File: config.mk
export PLATFORM = sky130hd
export DESIGN_NAME = mtac_top
export DESIGN_NICKNAME = d
export VERILOG_FILES = /design/src/mtac_pkg.sv /design/src/mtac_trig_detect.sv /design/src/mtac_cascade_pulse.sv /design/src/mtac_top.sv
export SDC_FILE = /design/constraint.sdc
export NUM_CORES = 1
export LEC_CHECK = 0
export BUFFER_PORTS_ARGS = -buffer_cell sky130_fd_sc_hd__buf_2
export CORE_UTILIZATION = 35
export CTS_CLUSTER_SIZE = 25
export DETAILED_ROUTE_END_ITERATION = 8
export SYNTH_ARGS = -nofsm -noshare
export SYNTH_HDL_FRONTEND = slang
export SYNTH_SLANG_ARGS = --single-unit
File: constraint.sdc
create_clock -name CLK -period 4.9 [get_ports CLK]
set_input_delay 0.245 -clock CLK [delete_from_list [all_inputs] [get_ports CLK]]
set_output_delay 0.245 -clock CLK [all_outputs]
set_load 0.02 [all_outputs]
File: src/mtac_pkg.sv
package mtac_pkg;
    localparam int CLK_HZ = 40000000;
    // Measurement period and response time.
    localparam int MEAS_TIME_US = 10000;
    localparam int MEAS_CYCLES = (MEAS_TIME_US * (CLK_HZ / 1000000));
    // Longest exposure inside a measurement.
    localparam int EXPO_TIME_US = 1300;
    localparam int EXPO_CYCLES = (EXPO_TIME_US * (CLK_HZ / 1000000));
    // Cascade pulse high time and following low time.
    localparam int CAS_HIGH_US = 100;
    localparam int CAS_HIGH_CYCLES = (CAS_HIGH_US * (CLK_HZ / 1000000));
    localparam int CAS_LOW_US = 1000;
    localparam int CAS_LOW_CYCLES = (CAS_LOW_US * (CLK_HZ / 1000000));
    localparam int CNT_W = 20;
    localparam int CAS_W = 17;
    // Display codes.
    localparam logic [1:0] DISP_CONTINUOUS = 2'h0;
    localparam logic [1:0] DISP_TRIGGERED = 2'h1;
    localparam logic [1:0] DISP_WAIT_ACT = 2'h2;
    // Operating mode and gating reset values.
    localparam logic MODE_CONTINUOUS = 1'b0;
    localparam logic GATE_DISREGARD = 1'b0;
    typedef enum logic [2:0] {
        MEAS_IDLE = 3'b001,
        MEAS_EXPOSE = 3'b010,
        MEAS_PROCESS = 3'b100
    } mtac_meas_type;
    typedef enum logic [2:0] {
        CAS_IDLE = 3'b001,
        CAS_HIGH = 3'b010,
        CAS_LOW = 3'b100
    } mtac_cas_type;
endpackage : mtac_pkg

File: src/mtac_trig_detect.sv
`timescale 1ns/10ps
module mtac_trig_detect
    import mtac_pkg::*;
(
    // Clock and reset.
    input wire logic clk,
    input wire logic rst,
    input wire logic ce,
    // Trigger sources.
    input wire logic hw_trigger,
    input wire logic [7:0] count_byte,
    input wire logic count_valid,
    // Detected events.
    output logic hw_edge,
    output logic bus_change
);
    logic hw_prev;
    logic next_hw_prev;
    logic [7:0] stored;
    logic [7:0] next_stored;

    always_comb begin
        next_hw_prev = hw_trigger;
        next_stored = stored;
        hw_edge = hw_trigger & ~hw_prev;
        bus_change = 1'b0;
        if (count_valid) begin
            bus_change = (count_byte != stored);
            next_stored = count_byte;
        end
    end

    always_ff @(posedge clk or posedge rst) begin
        if (rst) begin
            hw_prev <= 1'b0;
            stored <= 8'h00;
        end else if (ce) begin
            hw_prev <= next_hw_prev;
            stored <= next_stored;
        end
    end
endmodule : mtac_trig_detect

File: src/mtac_cascade_pulse.sv
`timescale 1ns/10ps
module mtac_cascade_pulse
    import mtac_pkg::*;
#(
    // Divides every timing count; 1 keeps the real timing.
    parameter int TIME_DIV = 1
) (
    // Clock and reset.
    input wire logic clk,
    input wire logic rst,
    input wire logic ce,
    // Control.
    input wire logic enable,
    input wire logic expo_done,
    // Pulse out.
    output logic cas_out
);
    mtac_cas_type state;
    mtac_cas_type next_state;
    logic [CAS_W-1:0] cnt;
    logic [CAS_W-1:0] next_cnt;
    logic next_cas_out;
    localparam int CAS_HIGH_LEN = CAS_HIGH_CYCLES / TIME_DIV;
    localparam int CAS_LOW_LEN = CAS_LOW_CYCLES / TIME_DIV;

    always_comb begin
        next_state = state;
        next_cnt = cnt;
        next_cas_out = 1'b0;
        case (state)
            CAS_IDLE: begin
                if (enable && expo_done) begin
                    next_state = CAS_HIGH;
                    next_cnt = CAS_W'(CAS_HIGH_LEN - 1);
                    next_cas_out = 1'b1;
                end
            end
            CAS_HIGH: begin
                next_cas_out = 1'b1;
                if (cnt == '0) begin
                    next_state = CAS_LOW;
                    next_cnt = CAS_W'(CAS_LOW_LEN - 1);
                    next_cas_out = 1'b0;
                end else begin
                    next_cnt = cnt - 1'b1;
                end
            end
            CAS_LOW: begin
                // A done arriving here is dropped; it cannot occur at legal rates.
                if (cnt == '0) begin
                    next_state = CAS_IDLE;
                end else begin
                    next_cnt = cnt - 1'b1;
                end
            end
            default: begin
                next_state = CAS_IDLE;
                next_cnt = '0;
            end
        endcase
    end

    always_ff @(posedge clk or posedge rst) begin
        if (rst) begin
            state <= CAS_IDLE;
            cnt <= '0;
            cas_out <= 1'b0;
        end else if (ce) begin
            state <= next_state;
            cnt <= next_cnt;
            cas_out <= next_cas_out;
        end
    end
endmodule : mtac_cascade_pulse

File: src/mtac_top.sv
`timescale 1ns/10ps
// Operation
// Continuous mode measures at 100 Hz and streams each result out.
// Every measurement finishes within 10 ms.
// Hardware, fieldbus or network trigger can start one measurement.
// Hardware trigger acts on its rising edge.
// Controller holds trigger pulses high at least 100 us.
// Controller keeps trigger low at least 1 ms between pulses.
// Controller asserts activation at least 100 us before trigger edge.
// Controller spaces trigger edges at least 10 ms apart.
// Reset gives continuous mode; hardware trigger acts only in triggered mode. Code: mode follows TRIGGERED_MODE; reset only loads DISP_CONTINUOUS.
// A change of the fieldbus count byte starts a measurement.
// Triggers arriving during a measurement are ignored.
// Activation switches laser and result output on; deactivation off.
// Disregard gating ignores activation and keeps measuring enabled.
// Regard gating measures only while activated, else shows wait code.
// Cascade output marks own exposure end, feeding next trigger input.
// A cascade chain holds at most six sensors.
// Downstream cascade sensors run triggered.
// Cascade output enabled on all but the last sensor.
// One exposure lasts at most 1.3 ms.
// Cascade pulse high and low times suit downstream trigger limits.
// Fieldbus byte is compared with stored copy, then stored.
module mtac_top
    import mtac_pkg::*;
#(
    // Divides every timing count; 1 keeps the real timing.
    parameter int TIME_DIV = 1
) (
    // Clock and reset.
    input wire logic CLK,
    input wire logic SYS_RST,
    input wire logic CLK_EN,
    // Configuration.
    input wire logic TRIGGERED_MODE,
    input wire logic ACT_GATE_REGARD,
    input wire logic CASCADE_ENABLE,
    // Activation sources.
    input wire logic ACTIVATION_INPUT,
    input wire logic BUS_ACTIVATION_FLAG,
    input wire logic NET_ACTIVATION,
    // Trigger sources.
    input wire logic HW_TRIGGER,
    input wire logic [7:0] BUS_TRIGGER_COUNT_BYTE,
    input wire logic BUS_TRIGGER_VALID,
    input wire logic NET_TRIGGER,
    // Outputs.
    output logic LASER_ON,
    output logic DATA_OUT_EN,
    output logic EXPOSING,
    output logic MEAS_BUSY,
    output logic RESULT_STROBE,
    output logic CASCADE_OUT,
    output logic [1:0] DISPLAY_CODE
);
    mtac_meas_type state;
    mtac_meas_type next_state;
    logic [CNT_W-1:0] cnt;
    logic [CNT_W-1:0] next_cnt;
    logic hw_edge;
    logic bus_change;
    logic enabled;
    logic start;
    logic expo_done;
    logic next_laser_on;
    logic next_data_out_en;
    logic next_exposing;
    logic next_busy;
    logic next_strobe;
    logic [1:0] next_display;
    // Only short bench runs divide the counts; the sensor itself keeps TIME_DIV at 1.
    localparam int MEAS_LEN = MEAS_CYCLES / TIME_DIV;
    localparam int EXPO_LEN = EXPO_CYCLES / TIME_DIV;

    // ------------------------------------------------------------
    // Trigger detection and cascade output
    // ------------------------------------------------------------
    mtac_trig_detect u_trig (
        .clk(CLK),
        .rst(SYS_RST),
        .ce(CLK_EN),
        .hw_trigger(HW_TRIGGER),
        .count_byte(BUS_TRIGGER_COUNT_BYTE),
        .count_valid(BUS_TRIGGER_VALID),
        .hw_edge(hw_edge),
        .bus_change(bus_change)
    );

    mtac_cascade_pulse #(.TIME_DIV(TIME_DIV)) u_cas (
        .clk(CLK),
        .rst(SYS_RST),
        .ce(CLK_EN),
        .enable(CASCADE_ENABLE),
        .expo_done(expo_done),
        .cas_out(CASCADE_OUT)
    );

    // ------------------------------------------------------------
    // Activation and start selection
    // ------------------------------------------------------------
    always_comb begin
        enabled = 1'b1;
        if (ACT_GATE_REGARD) begin
            enabled = ACTIVATION_INPUT | BUS_ACTIVATION_FLAG | NET_ACTIVATION;
        end
        start = 1'b0;
        if (enabled) begin
            if (TRIGGERED_MODE) begin
                start = hw_edge | bus_change | NET_TRIGGER;
            end else begin
                start = 1'b1;
            end
        end
    end

    assign expo_done = (state == MEAS_EXPOSE) && (cnt == CNT_W'(EXPO_LEN - 1));

    // ------------------------------------------------------------
    // Measurement sequencer
    // ------------------------------------------------------------
    // The counter runs from the start of exposure to the end of the
    // 10 ms slot; continuous mode restarts after one idle cycle.
    always_comb begin
        next_state = state;
        next_cnt = cnt;
        next_strobe = 1'b0;
        case (state)
            MEAS_IDLE: begin
                next_cnt = '0;
                if (start) begin
                    next_state = MEAS_EXPOSE;
                end
            end
            MEAS_EXPOSE: begin
                next_cnt = cnt + 1'b1;
                if (expo_done) begin
                    next_state = MEAS_PROCESS;
                end
            end
            MEAS_PROCESS: begin
                // Triggers seen here are dropped, not queued.
                next_cnt = cnt + 1'b1;
                if (cnt == CNT_W'(MEAS_LEN - 1)) begin
                    next_state = MEAS_IDLE;
                    next_strobe = enabled;
                    next_cnt = '0;
                end
            end
            default: begin
                next_state = MEAS_IDLE;
                next_cnt = '0;
            end
        endcase
        next_exposing = (next_state == MEAS_EXPOSE);
        next_busy = (next_state != MEAS_IDLE);
        next_laser_on = enabled;
        next_data_out_en = enabled;
        if (!enabled) begin
            next_display = DISP_WAIT_ACT;
        end else if (TRIGGERED_MODE) begin
            next_display = DISP_TRIGGERED;
        end else begin
            next_display = DISP_CONTINUOUS;
        end
    end

    always_ff @(posedge CLK or posedge SYS_RST) begin
        if (SYS_RST) begin
            state <= MEAS_IDLE;
            cnt <= '0;
            LASER_ON <= 1'b0;
            DATA_OUT_EN <= 1'b0;
            EXPOSING <= 1'b0;
            MEAS_BUSY <= 1'b0;
            RESULT_STROBE <= 1'b0;
            DISPLAY_CODE <= DISP_CONTINUOUS;
        end else if (CLK_EN) begin
            state <= next_state;
            cnt <= next_cnt;
            LASER_ON <= next_laser_on;
            DATA_OUT_EN <= next_data_out_en;
            EXPOSING <= next_exposing;
            MEAS_BUSY <= next_busy;
            RESULT_STROBE <= next_strobe;
            DISPLAY_CODE <= next_display;
        end
    end
endmodule : mtac_top

-- After elaboration in Yosys (flattened, before gate mapping)
Cells that the tools add are included.
- word-level logic and storage cells: 66
- input bits: 20
- register bits after elaboration: 59
- bitwise gates (word level): 6
- multiplexer cells: 25
- reduce and logical (&&, ||, !) cells: 6
- add/subtract/negate cells: 2
- equal/unequal tests: 15
- operators by type and width (kind ; count):
    2-to-1 mux 17 bit ; 3
    one-hot mux 17 bit (3 select lines) ; 1
    one-hot mux 20 bit (2 select lines) ; 1
    adder 20 x 1 -> 20 bit, second input constant ; 1
    == test 20 x 16 -> 1 bit, second input constant ; 1
    == test 20 x 19 -> 1 bit, second input constant ; 1
    2-to-1 mux 20 bit ; 1
    2-to-1 mux 3 bit ; 6
    one-hot mux 3 bit (3 select lines) ; 2
    logical NOT 17 bit ; 1
    subtractor 17 x 1 -> 17 bit, second input constant ; 1
    == test 3 x 2 -> 1 bit, second input constant ; 3
    2-to-1 mux 1 bit ; 9
    inequality test 8 bit ; 1
    == test 3 x 1 -> 1 bit, second input constant ; 2
    == test 3 bit, second input constant ; 2
    inequality test 2 x 1 -> 1 bit, second input constant ; 3
    OR 1 bit ; 4
    AND reduction 4 bit ; 1
    inequality test 3 x 1 -> 1 bit, second input constant ; 1
    AND reduction 3 bit ; 1
    logical AND 1 bit ; 2
    2-to-1 mux 2 bit ; 1
    inequality test 2 bit, second input constant ; 1
    4 further kinds ; 4

-- Longest topological paths before layout
- word-level depth: 9
- gate-level depth with buffers: 8

-- Cells and area by module
From an unflattened synthesis, not the netlist that was laid out.
- cell total of the unflattened synthesis: 361
- area, all modules: 3490.8 µm²
- by module, submodules not included (module ; area each (µm²) ; seq. area each (µm²) ; cells each ; times used):
    mtac_top ; 1654.1 ; 726.9 ; 177 ; 1
    mtac_cascade_pulse ; 1403.8 ; 526.8 ; 152 ; 1
    mtac_trig_detect ; 432.9 ; 225.2 ; 32 ; 1

-- Worst setup path after synthesis
OpenSTA, ideal clock, no wires.
- kind: register -> register
- start: register u_cas.cnt[0]
- end: register u_cas.cnt[10]
- setup slack: 2361 ps
- buffers on the path: 1
- clock period less this slack: 2539 ps
- arrival: 2406 ps
- stages on the path, launching flop included: 9
- required time: 4767 ps
- cells stage by stage: dfrtp_1 > inv_1 > ha_1 > or4b_2 > nor4_2 > o22ai_1 > o21ai_0 > buf_2 > o21ai_0
- longest elaborated chain between the ends: 3
- elaborated cells between the ends (all ways): 7
- classes of those cells: add/sub (1); eq/ne (1); mux (3); reduce/logical (2)
- ends and longest elaborated chain (what ; RTL line ; text):
    start, declared ; mtac_cascade_pulse.sv:20 ; logic [CAS_W-1:0] cnt;
    start signal, assigned ; mtac_cascade_pulse.sv:70 ; cnt <= next_cnt;
    subtractor 17 x 1 -> 17 bit or logical NOT 17 bit (tied branches) ; -- ;
    2-to-1 mux 17 bit, or another cell as far along ; mtac_cascade_pulse.sv:50 ; if (cnt == '0) begin
    one-hot mux 17 bit (3 select lines) or AND reduction 3 bit (tied branches) ; -- ;
Parallel ways exist; a longest one is shown, timed or not. The select of a mux whose other input is x is not followed.
A chain may end at the register's enable or synchronous reset.

-- Worst setup path after layout
- start: register u_cas.cnt[0]
- end: register u_cas.cnt[13]
Same word-level chain as after synthesis.

==> summary.txt <==
STA
  • Setup TNS Final: 0 ns
  • RSZ-0062 raised after global routing: false
  • Setup Viol. Count Final: 0
  • Slew headroom: 32.6%
  • Hold Violations, Final: 0
  • Post-layout min period: 2.89 ns
  • Slew Limit Fails: 0
  • Fmax: 346 MHz
  • Final period util: 58.9%
  • Worst-Margin Slew: 1.01 ns
  • Skew final: 0.0152 ns

Yosys
  • Mean post-synth cell area: 9.19 sq um
  • Cells after Synth: 369
  • Most frequent cell after synthesis: dfrtp_1
  • Post-synth ARST share: 100%
  • Synthesis warning total: 0
  • Count of different cell masters after synthesis: 55
  • Area leader, netlist: dfrtp_1
  • Dominant cells by area after synthesis: dfrtp_1 42%, nor2_1 4.3%, xnor2_1 4.1%
  • Post-Syn Nets: 391
  • Most common library cells after synthesis: 57 x dfrtp_1, 39 x nor2_1, 23 x nand2_1
  • Post-synth EDFFs: 0
  • Seq cells post-synth: 59
  • Post-synth top area share: 42.1%
  • Seq/Total Area, Yosys: 43.6%
  • Mapped cell area: 3390 sq um
  • Post-synth top flop: dfrtp_1

Place
  • Final HPWL DP: 5.54 mm
  • Placed Area: 3650 sq um
  • Placer Congestion: 0.897
  • Placed cells: 512
  • Port Buffers: 27

Clock network
  • Max Buffers Root-to-Sink: 2
  • Post-cts resize count: 0
  • Later-pin clock latency in the skew report: 0.34 ns
  • # hold bufs at CTS: 0
  • Postcts setup bufs: 0
  • Clk pin slew, worst setup/hold paths: 0.08 ns
  • Clock Sink Count: 59
  • Root Driver: clkbuf_8
  • Total clock buffers created by CTS: 9
  • CTS tree: done
  • # H-tree levels: 3

Route
  • Vias per Instance: 5.55
  • Pre-Repair DR Iteration Count: 5
  • Vias after detailed routing: 2928
  • DR DRC count: 0
  • DRT iter0 DRCs: 252
  • Drt wl/cell: 15.0 microns
  • Routed wire length: 7.91 mm
  • Post-route ant nets: 0

Final layout
  • Fill cells: 909
  • Sequential Area: 1480 sq um
  • Area Growth Syn to Fin: 13.2%
  • Post-layout util: 41.2%
  • Layout cell share with drive strength beyond 1: 17.3%
  • Fin nets: 416
  • Finished Layout Cells: 528
  • Area of the multi-input gates: 1800 sq um
  • Post-route cell area: 3840 sq um
  • Ant diodes: 0

Floorplanning
  • IO Count: 28
  • Die Y: 100 microns
  • Core box area: 9330 sq um
  • Std-Cell Rows: 35
  • Initial Util: 36.4%
  • Die width: 100 microns
  • Die area: 10100 sq um

Power and ir drop
  • P_int: 0.841 mW
  • Part of the power in the clock network: 37.9%
  • Reg power frac: 48.1%
  • P_leak: 1.55 nW
  • Switching Fraction: 27.8%
  • Worst VDD drop: 0.190 mV
  • Power per cell area: 303 nW/um^2
  • NetSw: 0.323 mW
  • Logic pwr share: 14.0%

Critical path
  • Critical Path AT: 3.09 ns
  • Crit. End Element: register
  • Worst r2r dst: u_cas.cnt[13]
  • Crit-path cells: inv_1 > ha_1 > or4b_2 > nor4_2 > o21ai_0 > a21oi_1 > a21oi_1
  • Crit path max-delay family: simple AND/OR/NAND/NOR gates
  • Startpoint types: register
  • Req. time, crit path: 5.11 ns
  • Critical path's slowest cell: or4b_2
  • Cell mode on critical path: a21oi_1
  • Worst reg2reg startpoint: u_cas.cnt[0]
  • Crit path kind: reg2reg
  • Reg2reg path depth: 7
  • CP Buf/Inv Count: 1
  • CP max stage delay: 0.67 ns
  • Critical Path Fanout Max: 9
  • R2r setup slk: 2.01 ns

Worst hold path
  • Hold crit path type: in2async

Global routing
  • Largest net degree at the start of global routing: 60
  • First-pass GRT wire length: 13.3 mm
  • Initial antenna violation count: 0
  • Gr ovfl total: 0
  • Gr usage total: 16.8%
  • Vias in the first global route: 2746

Status
  • Status: completed

Flow run
  • Max Cap Viol: 0
[worst reg2reg max path, delay by kind of cell, from the launching register on]
family,cells,cell delay [ns]
and+or+nand+nor,2,1.33
AOI/OAI and AO/OA,3,0.65
DFF,1,0.39
adders and majority gates,1,0.28
buffers and inverters,1,0.09
[state kept, by name, summed over array words and instances (netlist names)]
name and count:
EXPOSING 1, MEAS_BUSY 1, u_cas.cas_out 1, u_cas.state 3, u_trig.hw_prev 1, cnt 20
u_trig.stored 8, DISPLAY_CODE 2, state 3, u_cas.cnt 17, RESULT_STROBE 1, DATA_OUT_EN 1
[worst max-delay path by stage]
stage | slack [ns] | startpoint | cells after the start | endpoint
finish | 2.01 | u_cas.cnt[0] | 7 | u_cas.cnt[13]
global route | 1.81 | u_cas.cnt[0] | 7 | u_cas.cnt[6]
CTS | 2.03 | u_cas.cnt[0] | 7 | u_cas.cnt[13]
detailed placement | 2.06 | u_cas.cnt[0] | 7 | u_cas.cnt[13]
global placement | 2.16 | u_cas.cnt[0] | 8 | u_cas.cnt[9]
floorplan | 2.36 | u_cas.cnt[0] | 8 | u_cas.cnt[10]
[per-stage QoR]
| step | setup slack [ns] | total power [mW] | hold WS, ns |
|---|---|---|---|
| after detailed placement | 2.06 | 0.732 | 0.477 |
| after global routing | 1.81 | 1.22 | 0.154 |
| after CTS | 2.03 | 1.18 | 0.148 |
| after floorplan | 2.36 | 0.684 | 0.382 |
| after global placement | 2.16 | 0.728 | 0.476 |
| final | 2.01 | 1.16 | 0.109 |
[cell families after synthesis]
kind of cell             synth area share [%]
multiplexers                             2.99
flip-flops                               43.6
buffers and inverters                    3.47
adder cells (fa/ha/maj)                 0.738
AND/OR/NAND/NOR                          25.0
XOR/XNOR                                 5.94
AO/OA/AOI/OAI                            18.3
[power by group through the flow]
stage	logic [mW]	registers [mW]	clock network, mW
after floorplan	0.119	0.566	0
after global placement	0.162	0.566	0
after detailed placement	0.165	0.567	0
after CTS	0.166	0.559	0.452
after global routing	0.184	0.565	0.473
final	0.163	0.560	0.441
[metal layers]
| metal | share of wire (%) | vias to the layer above | track usage (%) |
|---|---|---|---|
| li1 | - | 1427 | - |
| met2 | 45 | 88 | 25.7 |
| met4 | 1.1 | 0 | 5.46 |
| met1 | 49 | 1401 | 23.8 |
| met5 | 0 | - | 0 |
| met3 | 5.2 | 12 | 3.62 |
[area by class of cell]
class	count	share of cell area, %
Multi-Input combinational cell	280	46.8
Sequential cell	59	38.5
Tap cell	129	4.20
Timing Repair Buffer	30	4.11
Clock buffer	11	3.68
Clock inverter	5	1.37
Inverter	14	1.37
[cell usage in the layout (no fill, tap or decap), drive strengths merged, types with 3 or more instances in the layout]
cell,count
a211oi,4
a21oi,12
a31oi,6
and3,3
and4,3
buf,30
clkbuf,11
clkinv,3
dfrtp,57
inv,14
mux2,9
nand2,23
nand2b,6
nand3,11
nand4,8
nor2,39
nor3,21
nor3b,3
nor4,11
o211ai,3
o21a,4
o21ai,20
o22ai,4
o2bb2ai,9
o31ai,11
or2,3
or3,5
or4,8
or4b,4
xnor2,16
xor2,7
Note: power is estimated with default switching activity, not from simulation.
